**src/adc_link_consts.svh**
```systemverilog
// Register map, field positions, reset values and timing counts of the channel output path
`ifndef ADC_LINK_CONSTS_SVH
`define ADC_LINK_CONSTS_SVH

// ==========================================
// Register offsets (byte addresses)
`define ADDR_CTRL        8'h00
`define ADDR_KCFG        8'h04
`define ADDR_STATUS      8'h08
`define ADDR_PARAMS      8'h0C
`define ADDR_RAMP        8'h10

// ==========================================
// Control register fields
`define CTRL_PD          0
`define CTRL_OFFBIN      1
`define CTRL_DUAL        2
`define CTRL_SCR         3
`define CTRL_SC1         4
`define CTRL_TM_LO       5
`define CTRL_TM_HI       7
`define CTRL_DIV_LO      8
`define CTRL_DIV_HI      9
`define CTRL_RST         10'h010
`define KCFG_RST         6'h20
`define RAMP_RST         16'h0001

// ==========================================
// Link status fields
`define STAT_CAL_DONE    0
`define STAT_CAL_BUSY    1
`define STAT_POR_WAIT    2

// ==========================================
// Frame length limits and fixed link values
`define K_MIN_SINGLE     6'h09
`define K_MIN_DUAL       6'h11
`define K_MAX            6'h20
`define RESOLUTION       16
`define SUBCLASS         1

// ==========================================
// Calibration timing in sampling clock cycles
`define POR_CYCLES       8400000
`define CAL_CYCLES       2000000

// ==========================================
// Control characters and test octets
`define OCT_D21_5        8'hB5
`define OCT_K28_5        8'hBC
`define OCT_K28_0        8'h1C
`define OCT_K28_3        8'h7C
`define SIGN_FLIP        16'h8000
`define PRBS_SEED        23'h7FFFFF
`define SCR_SEED         15'h7FFF

`endif

```
**src/adc_link_pkg.sv**
```systemverilog
// Types shared by the channel output path modules
package adc_link_pkg;

  typedef logic [7:0]  addr_t;
  typedef logic [31:0] word_t;

  typedef enum logic [3:0] {
    ST_WAIT = 4'b0001,
    ST_CAL  = 4'b0010,
    ST_RUN  = 4'b0100,
    ST_DOWN = 4'b1000
  } cal_state_e;

  typedef enum logic [2:0] {
    TM_NORMAL = 3'h0,
    TM_D21_5  = 3'h1,
    TM_K28_5  = 3'h2,
    TM_ILA    = 3'h3,
    TM_RAMP   = 3'h4,
    TM_PRBS7  = 3'h5,
    TM_PRBS23 = 3'h6
  } test_mode_e;

endpackage : adc_link_pkg

```
**src/cal_if.sv**
```systemverilog
// Handshake between the register side and the calibration sequencer
`timescale 1ns/1ps
interface cal_if;
  logic power_down;
  logic clk_ok;
  logic cal_done;
  logic cal_busy;
  logic por_wait;

  modport ctrl (output power_down, output clk_ok, input cal_done, input cal_busy,
                input por_wait);
  modport seq  (input power_down, input clk_ok, output cal_done, output cal_busy,
                output por_wait);
endinterface : cal_if

```
**src/adc_cal_and_jesd_transport.sv**
```systemverilog
// Channel output path: calibration control, sample format and JESD204B transport framing
//
// Behaviour
// - After valid supplies and clock, wait the power-up delay, then calibrate automatically.
// - A core calibration run lasts about two million sampling clock cycles.
// - Power-down then return to normal operation starts a manual calibration.
// - Calibration-complete flag is readable in the link status register.
// - Two's complement by default, offset binary optional, applied before framing.
// - Subclass 1 or 0 only; subclass 2 is not available.
// - SYSREF may be periodic, pulsed periodic or a single pulse.
// - Deterministic latency only in subclass 1 with a standard SYSREF.
// - No lane polarity inversion; lanes meant for AC coupling.
// - Only lane count, K and scrambling are configurable; F and HD follow lanes.
// - No idle link mode and no transport layer test patterns.
// - 8b/10b data link with D21.5, K28.5, ILA, PRBS7, PRBS23, ramp tests.
// - Each channel uses one or two lanes of its own, never shared.
// - Single lane carries twenty bits per sample.
// - Dual lane carries ten bits per sample on each lane.
// - One converter per link; lane count counts this channel's lanes.
// - Resolution, bits per sample, control bits and words, M, S are fixed.
// - Single lane: two octets per frame, HD off; dual: one octet, HD on.
// - K limited to 9..32 single lane and 17..32 dual lane.
// - Scrambling off by default; alignment data never scrambled.
// - Counting link parameters are reported as value minus one.
`timescale 1ns/1ps
`include "adc_link_consts.svh"
module adc_cal_and_jesd_transport #(
  parameter int POR_CYCLES = `POR_CYCLES,
  parameter int CAL_CYCLES = `CAL_CYCLES,
  parameter int RES        = `RESOLUTION
) (
  // Clock and reset
  input  wire logic                clk,
  input  wire logic                rst_n,
  // Register port
  input  wire adc_link_pkg::addr_t reg_addr,
  input  wire adc_link_pkg::word_t reg_wdata,
  input  wire logic                reg_wr,
  input  wire logic                reg_rd,
  output      adc_link_pkg::word_t reg_rdata,
  // Converter side
  input  wire logic                clk_ok,
  input  wire logic [RES-1:0]      sample_in,
  input  wire logic                sample_valid,
  input  wire logic                sysref,
  // Lane side
  output      logic [7:0]          lane0_data,
  output      logic [7:0]          lane1_data,
  output      logic [1:0]          lane_k,
  output      logic [1:0]          lane_valid,
  output      logic                frame_end,
  output      logic                multiframe_end,
  output      logic [1:0]          clock_divide_factor
);
  import adc_link_pkg::*;

  // ==========================================
  // Bit-serial helpers
  // Self-synchronous scrambler 1 + x^14 + x^15, MSB first
  function automatic logic [22:0] scr8(input logic [7:0] d, input logic [14:0] s);
    logic [14:0] r;
    logic [7:0]  o;
    r = s;
    o = 8'h00;
    for (int i = 7; i >= 0; i--) begin
      o[i] = d[i] ^ r[14] ^ r[13];
      r    = {r[13:0], o[i]};
    end
    return {r, o};
  endfunction : scr8

  // PRBS7 (x^7+x^6+1) or PRBS23 (x^23+x^18+1), sixteen bits a step
  function automatic logic [38:0] prbs16(input logic [22:0] s, input logic long);
    logic [22:0] r;
    logic [15:0] o;
    logic        fb;
    r = s;
    o = 16'h0000;
    for (int i = 15; i >= 0; i--) begin
      fb   = long ? (r[22] ^ r[17]) : (r[6] ^ r[5]);
      r    = {r[21:0], fb};
      o[i] = fb;
    end
    return {r, o};
  endfunction : prbs16

  // ==========================================
  // Registers
  logic [9:0]  ctrl_q;
  logic [5:0]  k_q;
  logic [15:0] ramp_step_q;
  word_t       rdata_q;

  cal_if cal ();

  cal_seq #(
    .POR_CYCLES (POR_CYCLES),
    .CAL_CYCLES (CAL_CYCLES)
  ) u_cal (
    .clk   (clk),
    .rst_n (rst_n),
    .cal   (cal.seq)
  );

  wire        pd      = ctrl_q[`CTRL_PD];
  wire        offbin  = ctrl_q[`CTRL_OFFBIN];
  wire        dual    = ctrl_q[`CTRL_DUAL];
  wire        scr_en  = ctrl_q[`CTRL_SCR];
  wire        sc1     = ctrl_q[`CTRL_SC1];
  wire [2:0]  tm_raw  = ctrl_q[`CTRL_TM_HI:`CTRL_TM_LO];
  // Unused codes fall back to normal data; no idle or transport test modes exist
  wire        tm_ok   = (tm_raw <= 3'h6);
  test_mode_e tmode;
  assign tmode = tm_ok ? test_mode_e'(tm_raw) : TM_NORMAL;

  assign cal.power_down = pd;
  assign cal.clk_ok     = clk_ok;

  // K is held inside the range the lane mode allows
  wire [5:0] k_min = dual ? `K_MIN_DUAL : `K_MIN_SINGLE;
  wire [5:0] k_eff = (k_q < k_min) ? k_min : (k_q > `K_MAX) ? `K_MAX : k_q;
  wire [5:0] k_last = k_eff - 6'h01;

  // Link parameters as value minus one; F, L follow the lane mode only
  wire [4:0] f_m1 = dual ? 5'h00 : 5'h01;
  wire [4:0] l_m1 = dual ? 5'h01 : 5'h00;
  wire [4:0] n_m1 = 5'(RES - 1);
  wire [31:0] params_word = {1'b0, dual, 5'h00, n_m1, n_m1, k_last[4:0], l_m1, f_m1};

  wire sel_ctrl   = (reg_addr == `ADDR_CTRL);
  wire sel_kcfg   = (reg_addr == `ADDR_KCFG);
  wire sel_status = (reg_addr == `ADDR_STATUS);
  wire sel_params = (reg_addr == `ADDR_PARAMS);
  wire sel_ramp   = (reg_addr == `ADDR_RAMP);

  wire [31:0] status_word = {29'h0, cal.por_wait, cal.cal_busy, cal.cal_done};
  wire [31:0] rd_mux =
    sel_ctrl   ? {22'h0, ctrl_q} :
    sel_kcfg   ? {26'h0, k_eff} :
    sel_status ? status_word :
    sel_params ? params_word :
    sel_ramp   ? {16'h0, ramp_step_q} : 32'h0;

  // Subclass 2 cannot be requested: a single bit picks subclass 1 or 0
  wire [9:0] ctrl_wr = reg_wdata[9:0];

  always_ff @(posedge clk) begin
    if (!rst_n) begin
      ctrl_q      <= `CTRL_RST;
      k_q         <= `KCFG_RST;
      ramp_step_q <= `RAMP_RST;
      rdata_q     <= 32'h0;
    end else begin
      if (reg_wr && sel_ctrl) ctrl_q <= ctrl_wr;
      if (reg_wr && sel_kcfg) k_q <= reg_wdata[5:0];
      if (reg_wr && sel_ramp) ramp_step_q <= reg_wdata[15:0];
      rdata_q <= reg_rd ? rd_mux : 32'h0;
    end
  end

  // ==========================================
  // Transport framing
  logic        oct_q;
  logic [7:0]  pend_q;
  logic        pendk_q;
  logic [5:0]  fc_q;
  logic        sr_q;
  logic [15:0] ramp_q;
  logic [22:0] prbs_q;
  logic [14:0] sst_q [2];

  // In single lane a frame spans two cycles, so a new one waits for the second octet;
  // a pending second octet also goes out first across a lane mode change
  wire slot_free = !oct_q;
  wire start     = !pd && slot_free && ((tmode == TM_NORMAL) ? sample_valid : 1'b1);
  // Any SYSREF shape works: in subclass 1 its rising edge alone realigns the multiframe
  wire sr_rise   = sysref && !sr_q && sc1;
  wire fr_end    = (dual && start) || (!pd && oct_q);
  // Lowering K mid-multiframe ends it at the next frame end instead of wrapping the counter
  wire mf_end    = fr_end && (fc_q >= k_last);

  wire [15:0] fmt_sample = offbin ? (sample_in ^ `SIGN_FLIP) : sample_in;
  wire [38:0] prbs_nx    = prbs16(prbs_q, tmode == TM_PRBS23);
  wire        ila_first  = (fc_q == 6'h00);
  wire        ila_last   = (fc_q == k_last);

  logic [15:0] word_d;
  logic [1:0]  kw_d;
  always_comb begin
    kw_d = 2'b00;
    case (tmode)
      TM_NORMAL: word_d = fmt_sample;
      TM_RAMP:   word_d = ramp_q;
      TM_D21_5:  word_d = {`OCT_D21_5, `OCT_D21_5};
      TM_K28_5: begin
        word_d = {`OCT_K28_5, `OCT_K28_5};
        kw_d   = 2'b11;
      end
      TM_ILA: begin
        word_d = {ila_first ? `OCT_K28_0 : 8'h00, ila_last ? `OCT_K28_3 : 8'h00};
        kw_d   = {ila_first, ila_last};
      end
      TM_PRBS7, TM_PRBS23: word_d = prbs_nx[15:0];
      default:   word_d = fmt_sample;
    endcase
  end

  // Per-lane octet selection: upper octet first / on lane 0
  wire [7:0] raw  [2];
  wire       rk   [2];
  wire       em   [2];
  assign raw[0] = start ? word_d[15:8] : pend_q;
  assign rk[0]  = start ? kw_d[1] : pendk_q;
  assign em[0]  = start || (oct_q && !pd);
  assign raw[1] = word_d[7:0];
  assign rk[1]  = kw_d[0];
  assign em[1]  = start && dual;

  // Test patterns other than the ramp stay plain so the receiver can check them directly
  wire scr_mode = scr_en && (tmode == TM_NORMAL || tmode == TM_RAMP);
  wire [7:0]  lane_o [2];
  wire [14:0] sst_nx [2];

  genvar l;
  generate
    for (l = 0; l < 2; l++) begin : g_lane
      wire [22:0] s8 = scr8(raw[l], sst_q[l]);
      wire        on = scr_mode && !rk[l];
      assign lane_o[l] = on ? s8[7:0] : raw[l];
      assign sst_nx[l] = (em[l] && on) ? s8[22:8] : sst_q[l];
    end
  endgenerate

  always_ff @(posedge clk) begin
    if (!rst_n) begin
      oct_q          <= 1'b0;
      pend_q         <= 8'h00;
      pendk_q        <= 1'b0;
      fc_q           <= 6'h00;
      sr_q           <= 1'b0;
      ramp_q         <= 16'h0000;
      prbs_q         <= `PRBS_SEED;
      sst_q[0]       <= `SCR_SEED;
      sst_q[1]       <= `SCR_SEED;
      lane0_data     <= 8'h00;
      lane1_data     <= 8'h00;
      lane_k         <= 2'b00;
      lane_valid     <= 2'b00;
      frame_end      <= 1'b0;
      multiframe_end <= 1'b0;
    end else begin
      sr_q     <= sysref;
      sst_q[0] <= sst_nx[0];
      sst_q[1] <= sst_nx[1];
      if (sr_rise) begin
        fc_q  <= 6'h00;
        oct_q <= 1'b0;
      end else begin
        if (fr_end) fc_q <= mf_end ? 6'h00 : fc_q + 6'h01;
        if (!dual && start) oct_q <= 1'b1;
        else if (oct_q) oct_q <= 1'b0;
      end
      if (start) begin
        pend_q  <= word_d[7:0];
        pendk_q <= kw_d[0];
        if (tmode == TM_RAMP) ramp_q <= ramp_q + ramp_step_q;
        if (tmode == TM_PRBS7 || tmode == TM_PRBS23) prbs_q <= prbs_nx[38:16];
      end
      lane0_data     <= lane_o[0];
      lane1_data     <= em[1] ? lane_o[1] : 8'h00;
      lane_k         <= {em[1] && rk[1], em[0] && rk[0]};
      lane_valid     <= {em[1], em[0]};
      frame_end      <= fr_end;
      multiframe_end <= mf_end;
    end
  end

  assign reg_rdata           = rdata_q;
  assign clock_divide_factor = ctrl_q[`CTRL_DIV_HI:`CTRL_DIV_LO];
endmodule : adc_cal_and_jesd_transport

```
**src/cal_seq.sv**
```systemverilog
// Converter core calibration sequencer: power-up delay, automatic and manual runs
`timescale 1ns/1ps
`include "adc_link_consts.svh"
module cal_seq #(
  parameter int POR_CYCLES = `POR_CYCLES,
  parameter int CAL_CYCLES = `CAL_CYCLES
) (
  // Clock and reset
  input wire logic clk,
  input wire logic rst_n,
  // Control side
  cal_if.seq       cal
);
  import adc_link_pkg::*;

  localparam logic [23:0] POR_LAST = 24'(POR_CYCLES - 1);
  localparam logic [23:0] CAL_LAST = 24'(CAL_CYCLES - 1);

  cal_state_e  st_q, st_d;
  logic [23:0] cnt_q, cnt_d;
  logic        done_q, done_d;

  always_comb begin
    st_d   = st_q;
    cnt_d  = cnt_q + 24'h000001;
    done_d = done_q;
    case (st_q)
      ST_WAIT: begin
        if (!cal.clk_ok) begin
          cnt_d = 24'h000000;
        end else if (cnt_q == POR_LAST) begin
          st_d  = ST_CAL;
          cnt_d = 24'h000000;
        end
      end
      ST_CAL: begin
        if (cal.power_down) begin
          st_d = ST_DOWN;
        end else if (cnt_q == CAL_LAST) begin
          st_d   = ST_RUN;
          done_d = 1'b1;
        end
      end
      ST_RUN: begin
        if (cal.power_down) begin
          st_d = ST_DOWN;
        end
      end
      ST_DOWN: begin
        // Leaving power-down reruns the calibration
        cnt_d = 24'h000000;
        if (!cal.power_down) begin
          st_d   = ST_CAL;
          done_d = 1'b0;
        end
      end
      default: begin
        st_d  = ST_WAIT;
        cnt_d = 24'h000000;
      end
    endcase
  end

  always_ff @(posedge clk) begin
    if (!rst_n) begin
      st_q   <= ST_WAIT;
      cnt_q  <= 24'h000000;
      done_q <= 1'b0;
    end else begin
      st_q   <= st_d;
      cnt_q  <= cnt_d;
      done_q <= done_d;
    end
  end

  assign cal.cal_done = done_q;
  assign cal.cal_busy = (st_q == ST_CAL);
  assign cal.por_wait = (st_q == ST_WAIT);
endmodule : cal_seq

```
**config.mk**
```make
export PLATFORM = sky130hd
export DESIGN_NAME = adc_cal_and_jesd_transport
export DESIGN_NICKNAME = d
export VERILOG_FILES = /design/src/adc_link_pkg.sv /design/src/cal_if.sv /design/src/adc_cal_and_jesd_transport.sv /design/src/cal_seq.sv
export VERILOG_INCLUDE_DIRS = /design/src
export SDC_FILE = /design/constraint.sdc
export NUM_CORES = 1
export LEC_CHECK = 0
export BUFFER_PORTS_ARGS = -buffer_cell sky130_fd_sc_hd__buf_2
export CAP_MARGIN = 20
export CORE_MARGIN = 2
export CORE_UTILIZATION = 53
export DETAILED_ROUTE_END_ITERATION = 8
export PLACE_DENSITY = 0.8
export SYNTH_ARGS = -nofsm -noshare
export SYNTH_HDL_FRONTEND = slang
export SYNTH_SLANG_ARGS = --single-unit
export TNS_END_PERCENT = 100
```
**constraint.sdc**
```tcl
create_clock -name clk -period 3.7 [get_ports clk]
set_clock_uncertainty 0.05 [all_clocks]
set_input_delay 0.185 -clock clk [delete_from_list [all_inputs] [get_ports clk]]
set_output_delay 0.185 -clock clk [all_outputs]
set_load 0.01 [all_outputs]
```
== Yosys cells after proc, flatten, opt, wreduce, memory -nomap -nowiden ==
Memories as Yosys holds them, arrays and structs flattened.
Index checks and enable logic that the tools add are counted.

* Flip-flop bits (word level): 171
* Output and inout bits: 56
* RAM bits: 30
* Memories kept: 1
* Logic and storage cells: 226

* Bitwise operators: 69
* Muxes and demuxes: 59
* $lt $le $gt $ge: 4
* Equality and inequality tests: 24
* Add/subtract/negate cells: 4
* Reductions and logical operators: 43

{| class="wikitable"
|+ Memory list
! name !! words !! bits a word !! rd ports !! clocked after memory_dff !! write ports !! line !! source
|-
| sst_q || 2 || 15 || 2 || 0 || 2 || adc_cal_and_jesd_transport.sv:170 || <nowiki>logic [14:0] sst_q [2];</nowiki>
|}

{| class="wikitable"
|+ Operator list
! kind !! count
|-
| 16-bit case mux with 5 select lines || 1
|-
| 1-bit XOR || 64
|-
| 15-bit 2-to-1 mux || 4
|-
| 24-bit 2-to-1 mux || 2
|-
| 24-bit case mux with 2 select lines || 1
|-
| 16-bit 2-to-1 mux || 2
|-
| 31-bit 2-to-1 mux || 1
|-
| 10-bit 2-to-1 mux || 3
|-
| 1-bit 2-to-1 mux || 26
|-
| 24-bit by 1-bit adder with 24-bit output (second input constant) || 1
|-
| 24-bit by 21-bit equality test with 1-bit output (second input constant) || 1
|-
| 24-bit equality test (second input constant) || 1
|-
| 4-bit 2-to-1 mux || 6
|-
| 8-bit 2-to-1 mux || 3
|-
| 1-bit logical AND || 18
|-
| 6-bit 2-to-1 mux || 3
|-
| 16-bit adder || 1
|-
| 8-bit by 4-bit equality test with 1-bit output (second input constant) || 2
|-
| 4-bit case mux with 4 select lines || 1
|-
| 5-bit 2-to-1 mux || 2
|-
| 3-bit equality test (second input constant) || 3
|-
| 8-bit by 3-bit equality test with 1-bit output (second input constant) || 1
|-
| 8-bit by 5-bit equality test with 1-bit output (second input constant) || 1
|-
| 8-bit zero test || 1
|-
| other kinds (33) || 54
|}

== Longest topological paths before layout ==
* Depth after elaboration: 14
* Mapped depth: 16

== Cells and area by module ==
A second synthesis with hierarchy kept.

* Cell total of the unflattened synthesis: 1244
* Area, all modules: 10278.6 um^2

{| class="wikitable"
|+ Modules (own cells, without submodules)
! module !! times used !! area each (um^2) !! cells each
|-
| adc_cal_and_jesd_transport || 1 || 8785.9 || 1076
|-
| cal_seq || 1 || 1492.7 || 168
|}

== Worst setup path after synthesis ==
No wires, ideal clock.

* Kind: register to register
* Start: reg k_q[3]
* End: mem sst_q[1][5] (netlist: sst_q[0][20])
* Path buffers: 0
* Data arrival time: 3.392 ns
* Cell stages (with the launch flop): 16
* Path slack: 0.117 ns
* Cell sequence: dfxtp_1 > ha_1 > o31a_1 > o21a_1 > nor2_1 > o21bai_1 > ha_1 > a311o_1 > a32o_1 > ha_1 > nand3_1 > or2_2 > a21boi_0 > o22a_1 > xnor2_1 > o211ai_1

{| class="wikitable"
|+ RTL lines
! element !! line !! source
|-
| start: declaration || adc_cal_and_jesd_transport.sv:90 || <nowiki>logic [5:0] k_q;</nowiki>
|-
| start signal: assignment || adc_cal_and_jesd_transport.sv:150 || <nowiki>k_q <= `KCFG_RST;</nowiki>
|-
| start signal: assignment || adc_cal_and_jesd_transport.sv:155 || <nowiki>if (reg_wr && sel_kcfg) k_q <= reg_wdata[5:0];</nowiki>
|-
| end: declaration || adc_cal_and_jesd_transport.sv:170 ||
|}

== Final worst setup path ==
* Start: reg ctrl_q[2]
* End: reg lane1_data[3]

* Longest elaborated chain between the ends: 10
* Elaborated cells on any way between the ends: 15
* Those cells by class: 1 x add/sub; 1 x order compare; 1 x eq/ne; 6 x mux; 2 x bitwise; 4 x reduce/logical

{| class="wikitable"
|+ RTL lines
! element !! line !! source
|-
| start: declaration || adc_cal_and_jesd_transport.sv:89 || <nowiki>logic [9:0] ctrl_q;</nowiki>
|-
| start signal: assignment || adc_cal_and_jesd_transport.sv:149 || <nowiki>ctrl_q <= `CTRL_RST;</nowiki>
|-
| start signal: assignment || adc_cal_and_jesd_transport.sv:154 || <nowiki>if (reg_wr && sel_ctrl) ctrl_q <= ctrl_wr;</nowiki>
|-
| 5-bit 2-to-1 mux (no line) || - ||
|-
| 6-bit by 5-bit < comparator with 1-bit output || adc_cal_and_jesd_transport.sv:121 || <nowiki>wire [5:0] k_eff = (k_q < k_min) ? k_min : (k_q > `K_MAX) ? `K_MAX : k_q;</nowiki>
|-
| 6-bit 2-to-1 mux || adc_cal_and_jesd_transport.sv:121 ||
|-
| 6-bit by 1-bit subtractor with 6-bit output || adc_cal_and_jesd_transport.sv:122 || <nowiki>wire [5:0] k_last = k_eff - 6'h01;</nowiki>
|-
| 6-bit equality test || adc_cal_and_jesd_transport.sv:185 || <nowiki>wire ila_last = (fc_q == k_last);</nowiki>
|-
| 7-bit 2-to-1 mux || adc_cal_and_jesd_transport.sv:200 || <nowiki>word_d = {ila_first ? `OCT_K28_0 : 8'h00, ila_last ? `OCT_K28_3 : 8'h00};</nowiki>
|-
| 16-bit case mux with 5 select lines || adc_cal_and_jesd_transport.sv:191 || <nowiki>case (tmode)</nowiki>
|-
| 1-bit XOR (2 in series) || adc_cal_and_jesd_transport.sv:66 || <nowiki>o[i] = d[i] ^ r[14] ^ r[13];</nowiki>
|-
| 8-bit 2-to-1 mux || adc_cal_and_jesd_transport.sv:229 || <nowiki>assign lane_o[l] = on ? s8[7:0] : raw[l];</nowiki>
|-
| end signal: assignment || adc_cal_and_jesd_transport.sv:270 || <nowiki>lane1_data <= em[1] ? lane_o[1] : 8'h00;</nowiki>
|-
| end: declaration || adc_cal_and_jesd_transport.sv:48 || <nowiki>output logic [7:0] lane1_data,</nowiki>
|}

Parallel ways exist; a longest one is shown, timed or not.
A chain may end at the register's enable or synchronous reset.

==> metrics.log <==
[metrics] worst-case headroom to the max-slew limit: 28.76%
[metrics] critical path peak fanout: 4
[metrics] crit path max-delay cell type: dfxtp_4
[metrics] number of cell rows: 50
[metrics] area of the core: 18770 um^2
[metrics] kind of cell adding the most delay to the critical path: compound AO/OA/AOI/OAI gates
[metrics] total die area: 20250 um^2
[metrics] number of nets still failing antenna checks after routing: 0
[metrics] Synth-to-Final Area Change: 14.18%
[metrics] number of failing setup endpoints in the final timing report: 0
[metrics] via count of the first global-routing pass: 8553
[metrics] worst min-delay path class: primary input to register
[metrics] Via-to-Cell Ratio: 6.004
[metrics] placed wire-length estimate after detailed placement: 19660 um
[metrics] crit share post-route: 96.88%
[metrics] CTS clock-pin slew for the worst setup and hold paths: 0.07 ns
[metrics] Finished Cell Area: 11580 um^2
[metrics] die span in y: 142.3 um
[metrics] part of the Yosys area used for sequential elements: 36.92%
[metrics] 1st-iter DRT viols: 966
[metrics] first-pass GRT wire length: 43280 um
[metrics] fin crit period: 3.584 ns
[metrics] number of remaining DRC errors: 0
[metrics] TritonCTS clock tree: yes
[metrics] end point of the worst hold path: ctrl_q[4]
[metrics] endpoint of the most critical register-to-register path: lane1_data[3]
[metrics] maximum achievable frequency: 0.2790 GHz
[metrics] ratio of cells with drive above 1 in the final layout: 14.57%
[metrics] number of filler cells placed in the layout: 1588
[metrics] worst slack after detailed placement: -0.04652 ns
[metrics] proportion of register bits with asynchronous set or reset after synthesis: 0%
[metrics] Port Buf Inserts: 94
[metrics] initial core utilization: 54.02%
[metrics] total of warnings raised by yosys: 0
[metrics] CTS H-Tree Depth: 4
[metrics] number of synthesized flops with an enable pin: 0
[metrics] share of the core filled with cells in the final layout: 61.68%
[metrics] kind of end point of the critical path: register
[metrics] slew at the pin closest to its max-slew limit: 1.065 ns
[metrics] longest individual stage delay on the worst path: 0.37 ns
[metrics] critical setup path kind: register to register
[metrics] reg2reg path depth: 19
[metrics] Num CTS Buffers: 17
[metrics] # nets final: 1438
[metrics] number of buffers and inverters on the critical path: 3
[metrics] Skew-Pair Late Insertion Delay: 0.43 ns
[metrics] clock buffer depth: 2
[metrics] Die W: 142.3 um
[metrics] worst hold path startpoint: rst_n
[metrics] final estimated routing congestion in global placement: 0.9617
[metrics] Clock Sink Count: 187
[metrics] result of the run: finished clean
[metrics] number of violations of the max-capacitance limit: 0
[metrics] Post-Route WL: 27780 um
[metrics] arrival time at the worst endpoint: 3.84 ns
[metrics] ANT cells: 0
[metrics] post-placement cell area: 10720 um^2
[metrics] critical path, cell by cell: ha_4, o31a_1, o21a_1, nor2_2, o21bai_2, ha_2, and3_1, o21ai_0, a32o_2, ha_4, nand3_4, buf_6, o31ai_2, a22oi_1, o21ai_1, buf_4, buf_4, xor2_1, nor2_1
[metrics] pin count of the biggest net entering global routing: 50
[metrics] Avg Synthesized Cell Area: 8.008 um^2
[metrics] Lkg Pwr: 4.675 nW
[metrics] GRT overflow: 0
[metrics] Worst Setup Start Kind: register
[metrics] Avg WL per Cell: 17.44 um
[metrics] worst setup margin: 0.1156 ns
[metrics] post-synthesis cell area: 10140 um^2
[metrics] launch point of the worst reg-to-reg path: ctrl_q[2]
[metrics] total stage count of the critical path: 19
[metrics] Max Slew Vio Count: 0
[metrics] number of antenna violations at the first check in global routing: 0
[metrics] hold violation total from the final report: 0
[metrics] Register-to-Register Setup Slack: 0.12 ns
[metrics] number of flip-flops and latches in the synthesized netlist: 187
[metrics] Synth Instances: 1266
[metrics] Hold Path Stages: 2
[metrics] io pins: 119
[metrics] Max IR drop VDD: 0.2867 mV
[metrics] cell chosen for the clock root: clkbuf_16
[metrics] overall via count from detail_route: 9564
[metrics] Req. time, crit path: 3.96 ns
[metrics] summed negative setup slack over all endpoints: 0 ns
[metrics] power per cell area: 355.1 nW/um^2
[metrics] Yosys cell types: 85
[metrics] GR Util All Layers: 27.10%
[metrics] most frequent cells in the layout: 195 x nand2_1, 186 x dfxtp_1, 126 x nor2_1, 94 x buf_2, 87 x a21oi_1
[metrics] most common library cell in the layout ignoring fill and taps: nand2_1
[metrics] length of the first detailed-routing pass in iterations: 6
[metrics] most common flop cell mapped by yosys: dfxtp_1
-- flip-flops by register name (all words and copies together) (netlist names), 2 cells and up --
name and count:
lane_k 2, u_cal.cnt_q 24, ramp_q 16, ctrl_q 10, lane1_data 8, fc_q 6, sst_q 30, ramp_step_q 16
lane0_data 8, lane_valid 2, u_cal.st_q 4, prbs_q 23, reg_rdata 18, k_q 6, pend_q 8
-- cell type report --
| cell class | instances | area (um^2) | share of cell area (%) |
|---|---|---|---|
| Clock buffer | 19 | 442.9 | 3.826 |
| Clock inverter | 12 | 141.4 | 1.221 |
| Tap cell | 234 | 292.8 | 2.529 |
| Sequential cell | 187 | 3747 | 32.37 |
| Inverter | 26 | 97.59 | 0.8431 |
| Multi-Input combinational cell | 969 | 5947 | 51.37 |
| Timing Repair Buffer | 146 | 907.1 | 7.836 |
-- worst max-delay path by stage --
stage / slack, ns / endpoint / from
finish: 0.12 / lane1_data[3] / ctrl_q[2]
CTS: 0.007 / sst_q[0][21] / ctrl_q[2]
global placement: 0.08 / sst_q[0][20] / ctrl_q[2]
detailed placement: -0.05 / sst_q[0][18] / ctrl_q[2]
global route: -0.13 / sst_q[0][18] / ctrl_q[2]
floorplan: 0.12 / sst_q[0][20] / k_q[3]
-- worst register-to-register path: cells and delay by family, from the launching register on --
kind / cells / cell delay (ns)
buffers and inverters: 3 / 0.38
XOR/XNOR: 1 / 0.14
AO/OA/AOI/OAI: 8 / 1.41
flip-flops: 1 / 0.37
adder cells (fa/ha/maj): 3 / 0.75
AND/OR/NAND/NOR: 4 / 0.35
-- synthesized netlist by cell type, types with 4 or more instances --
cell type | n | area [um^2]
a211oi_1 | 16 | 120.1
a21o_1 | 7 | 52.55
a21oi_1 | 87 | 435.4
a22oi_1 | 8 | 60.06
a2bb2oi_1 | 4 | 35.03
and2_1 | 9 | 56.30
and3_1 | 16 | 100.1
buf_2 | 19 | 95.09
buf_4 | 20 | 150.1
clkbuf_1 | 49 | 183.9
dfxtp_1 | 187 | 3744
ha_1 | 27 | 337.8
inv_1 | 25 | 93.84
mux2_2 | 4 | 45.04
mux2i_1 | 20 | 200.2
nand2_1 | 195 | 732.0
nand2b_1 | 12 | 75.07
nand3_1 | 74 | 370.4
nand4_1 | 14 | 87.58
nor2_1 | 127 | 476.7
nor2b_1 | 11 | 68.82
nor3_1 | 39 | 195.2
nor4_1 | 9 | 56.30
o211ai_1 | 22 | 165.2
o21a_1 | 7 | 52.55
o21ai_0 | 39 | 195.2
o21bai_1 | 4 | 30.03
o22ai_1 | 6 | 37.54
o2bb2ai_1 | 4 | 35.03
o31ai_1 | 4 | 30.03
or3_1 | 6 | 37.54
xnor2_1 | 54 | 473.0
xor2_1 | 56 | 490.5
-- logic make-up after synthesis --
logic type | share of synthesized area [%]
other cells | 0.03699
xor+xnor | 10.12
simple gates | 24.45
fa+ha+maj | 3.530
buf+inv | 5.307
mux | 2.641
compound gates | 16.99
flops | 36.92
-- metrics by stage --
step	hold slack [ns]	instances	power [W]
final	0.02231	1593	0.004111
after global routing	0.008611	1593	0.004236
after CTS	0.005235	1589	0.004126
after detailed placement	0.3616	1541	0.002309
after global placement	0.3582	1541	0.002305
after floorplan	0.2590	1273	0.002232
-- report_power, final --
group	switching, W	internal [W]	total (W)
Sequential	0.0000104	0.00203	0.00204
Combinational	0.000154	0.0000927	0.000247
Clock	0.000806	0.00102	0.00182
-- timing repair --
item                       4_1_cts  5_1_grt
gates resized for setup          4       12
cloned                           0        0
hold endpoints to repair        29        0
hold buffers                    17        0
pin swaps                        1       12
setup endpoints to repair        8       15
buffers inserted                 0        4
-- routing by layer --
metal	global-route usage, %	wire length, um
met2	42.92	12470
met1	35.96	11660
met4	10.68	940
met3	6.225	2715
met5	0	0
No activity file was read; power rests on OpenSTA's default activity.
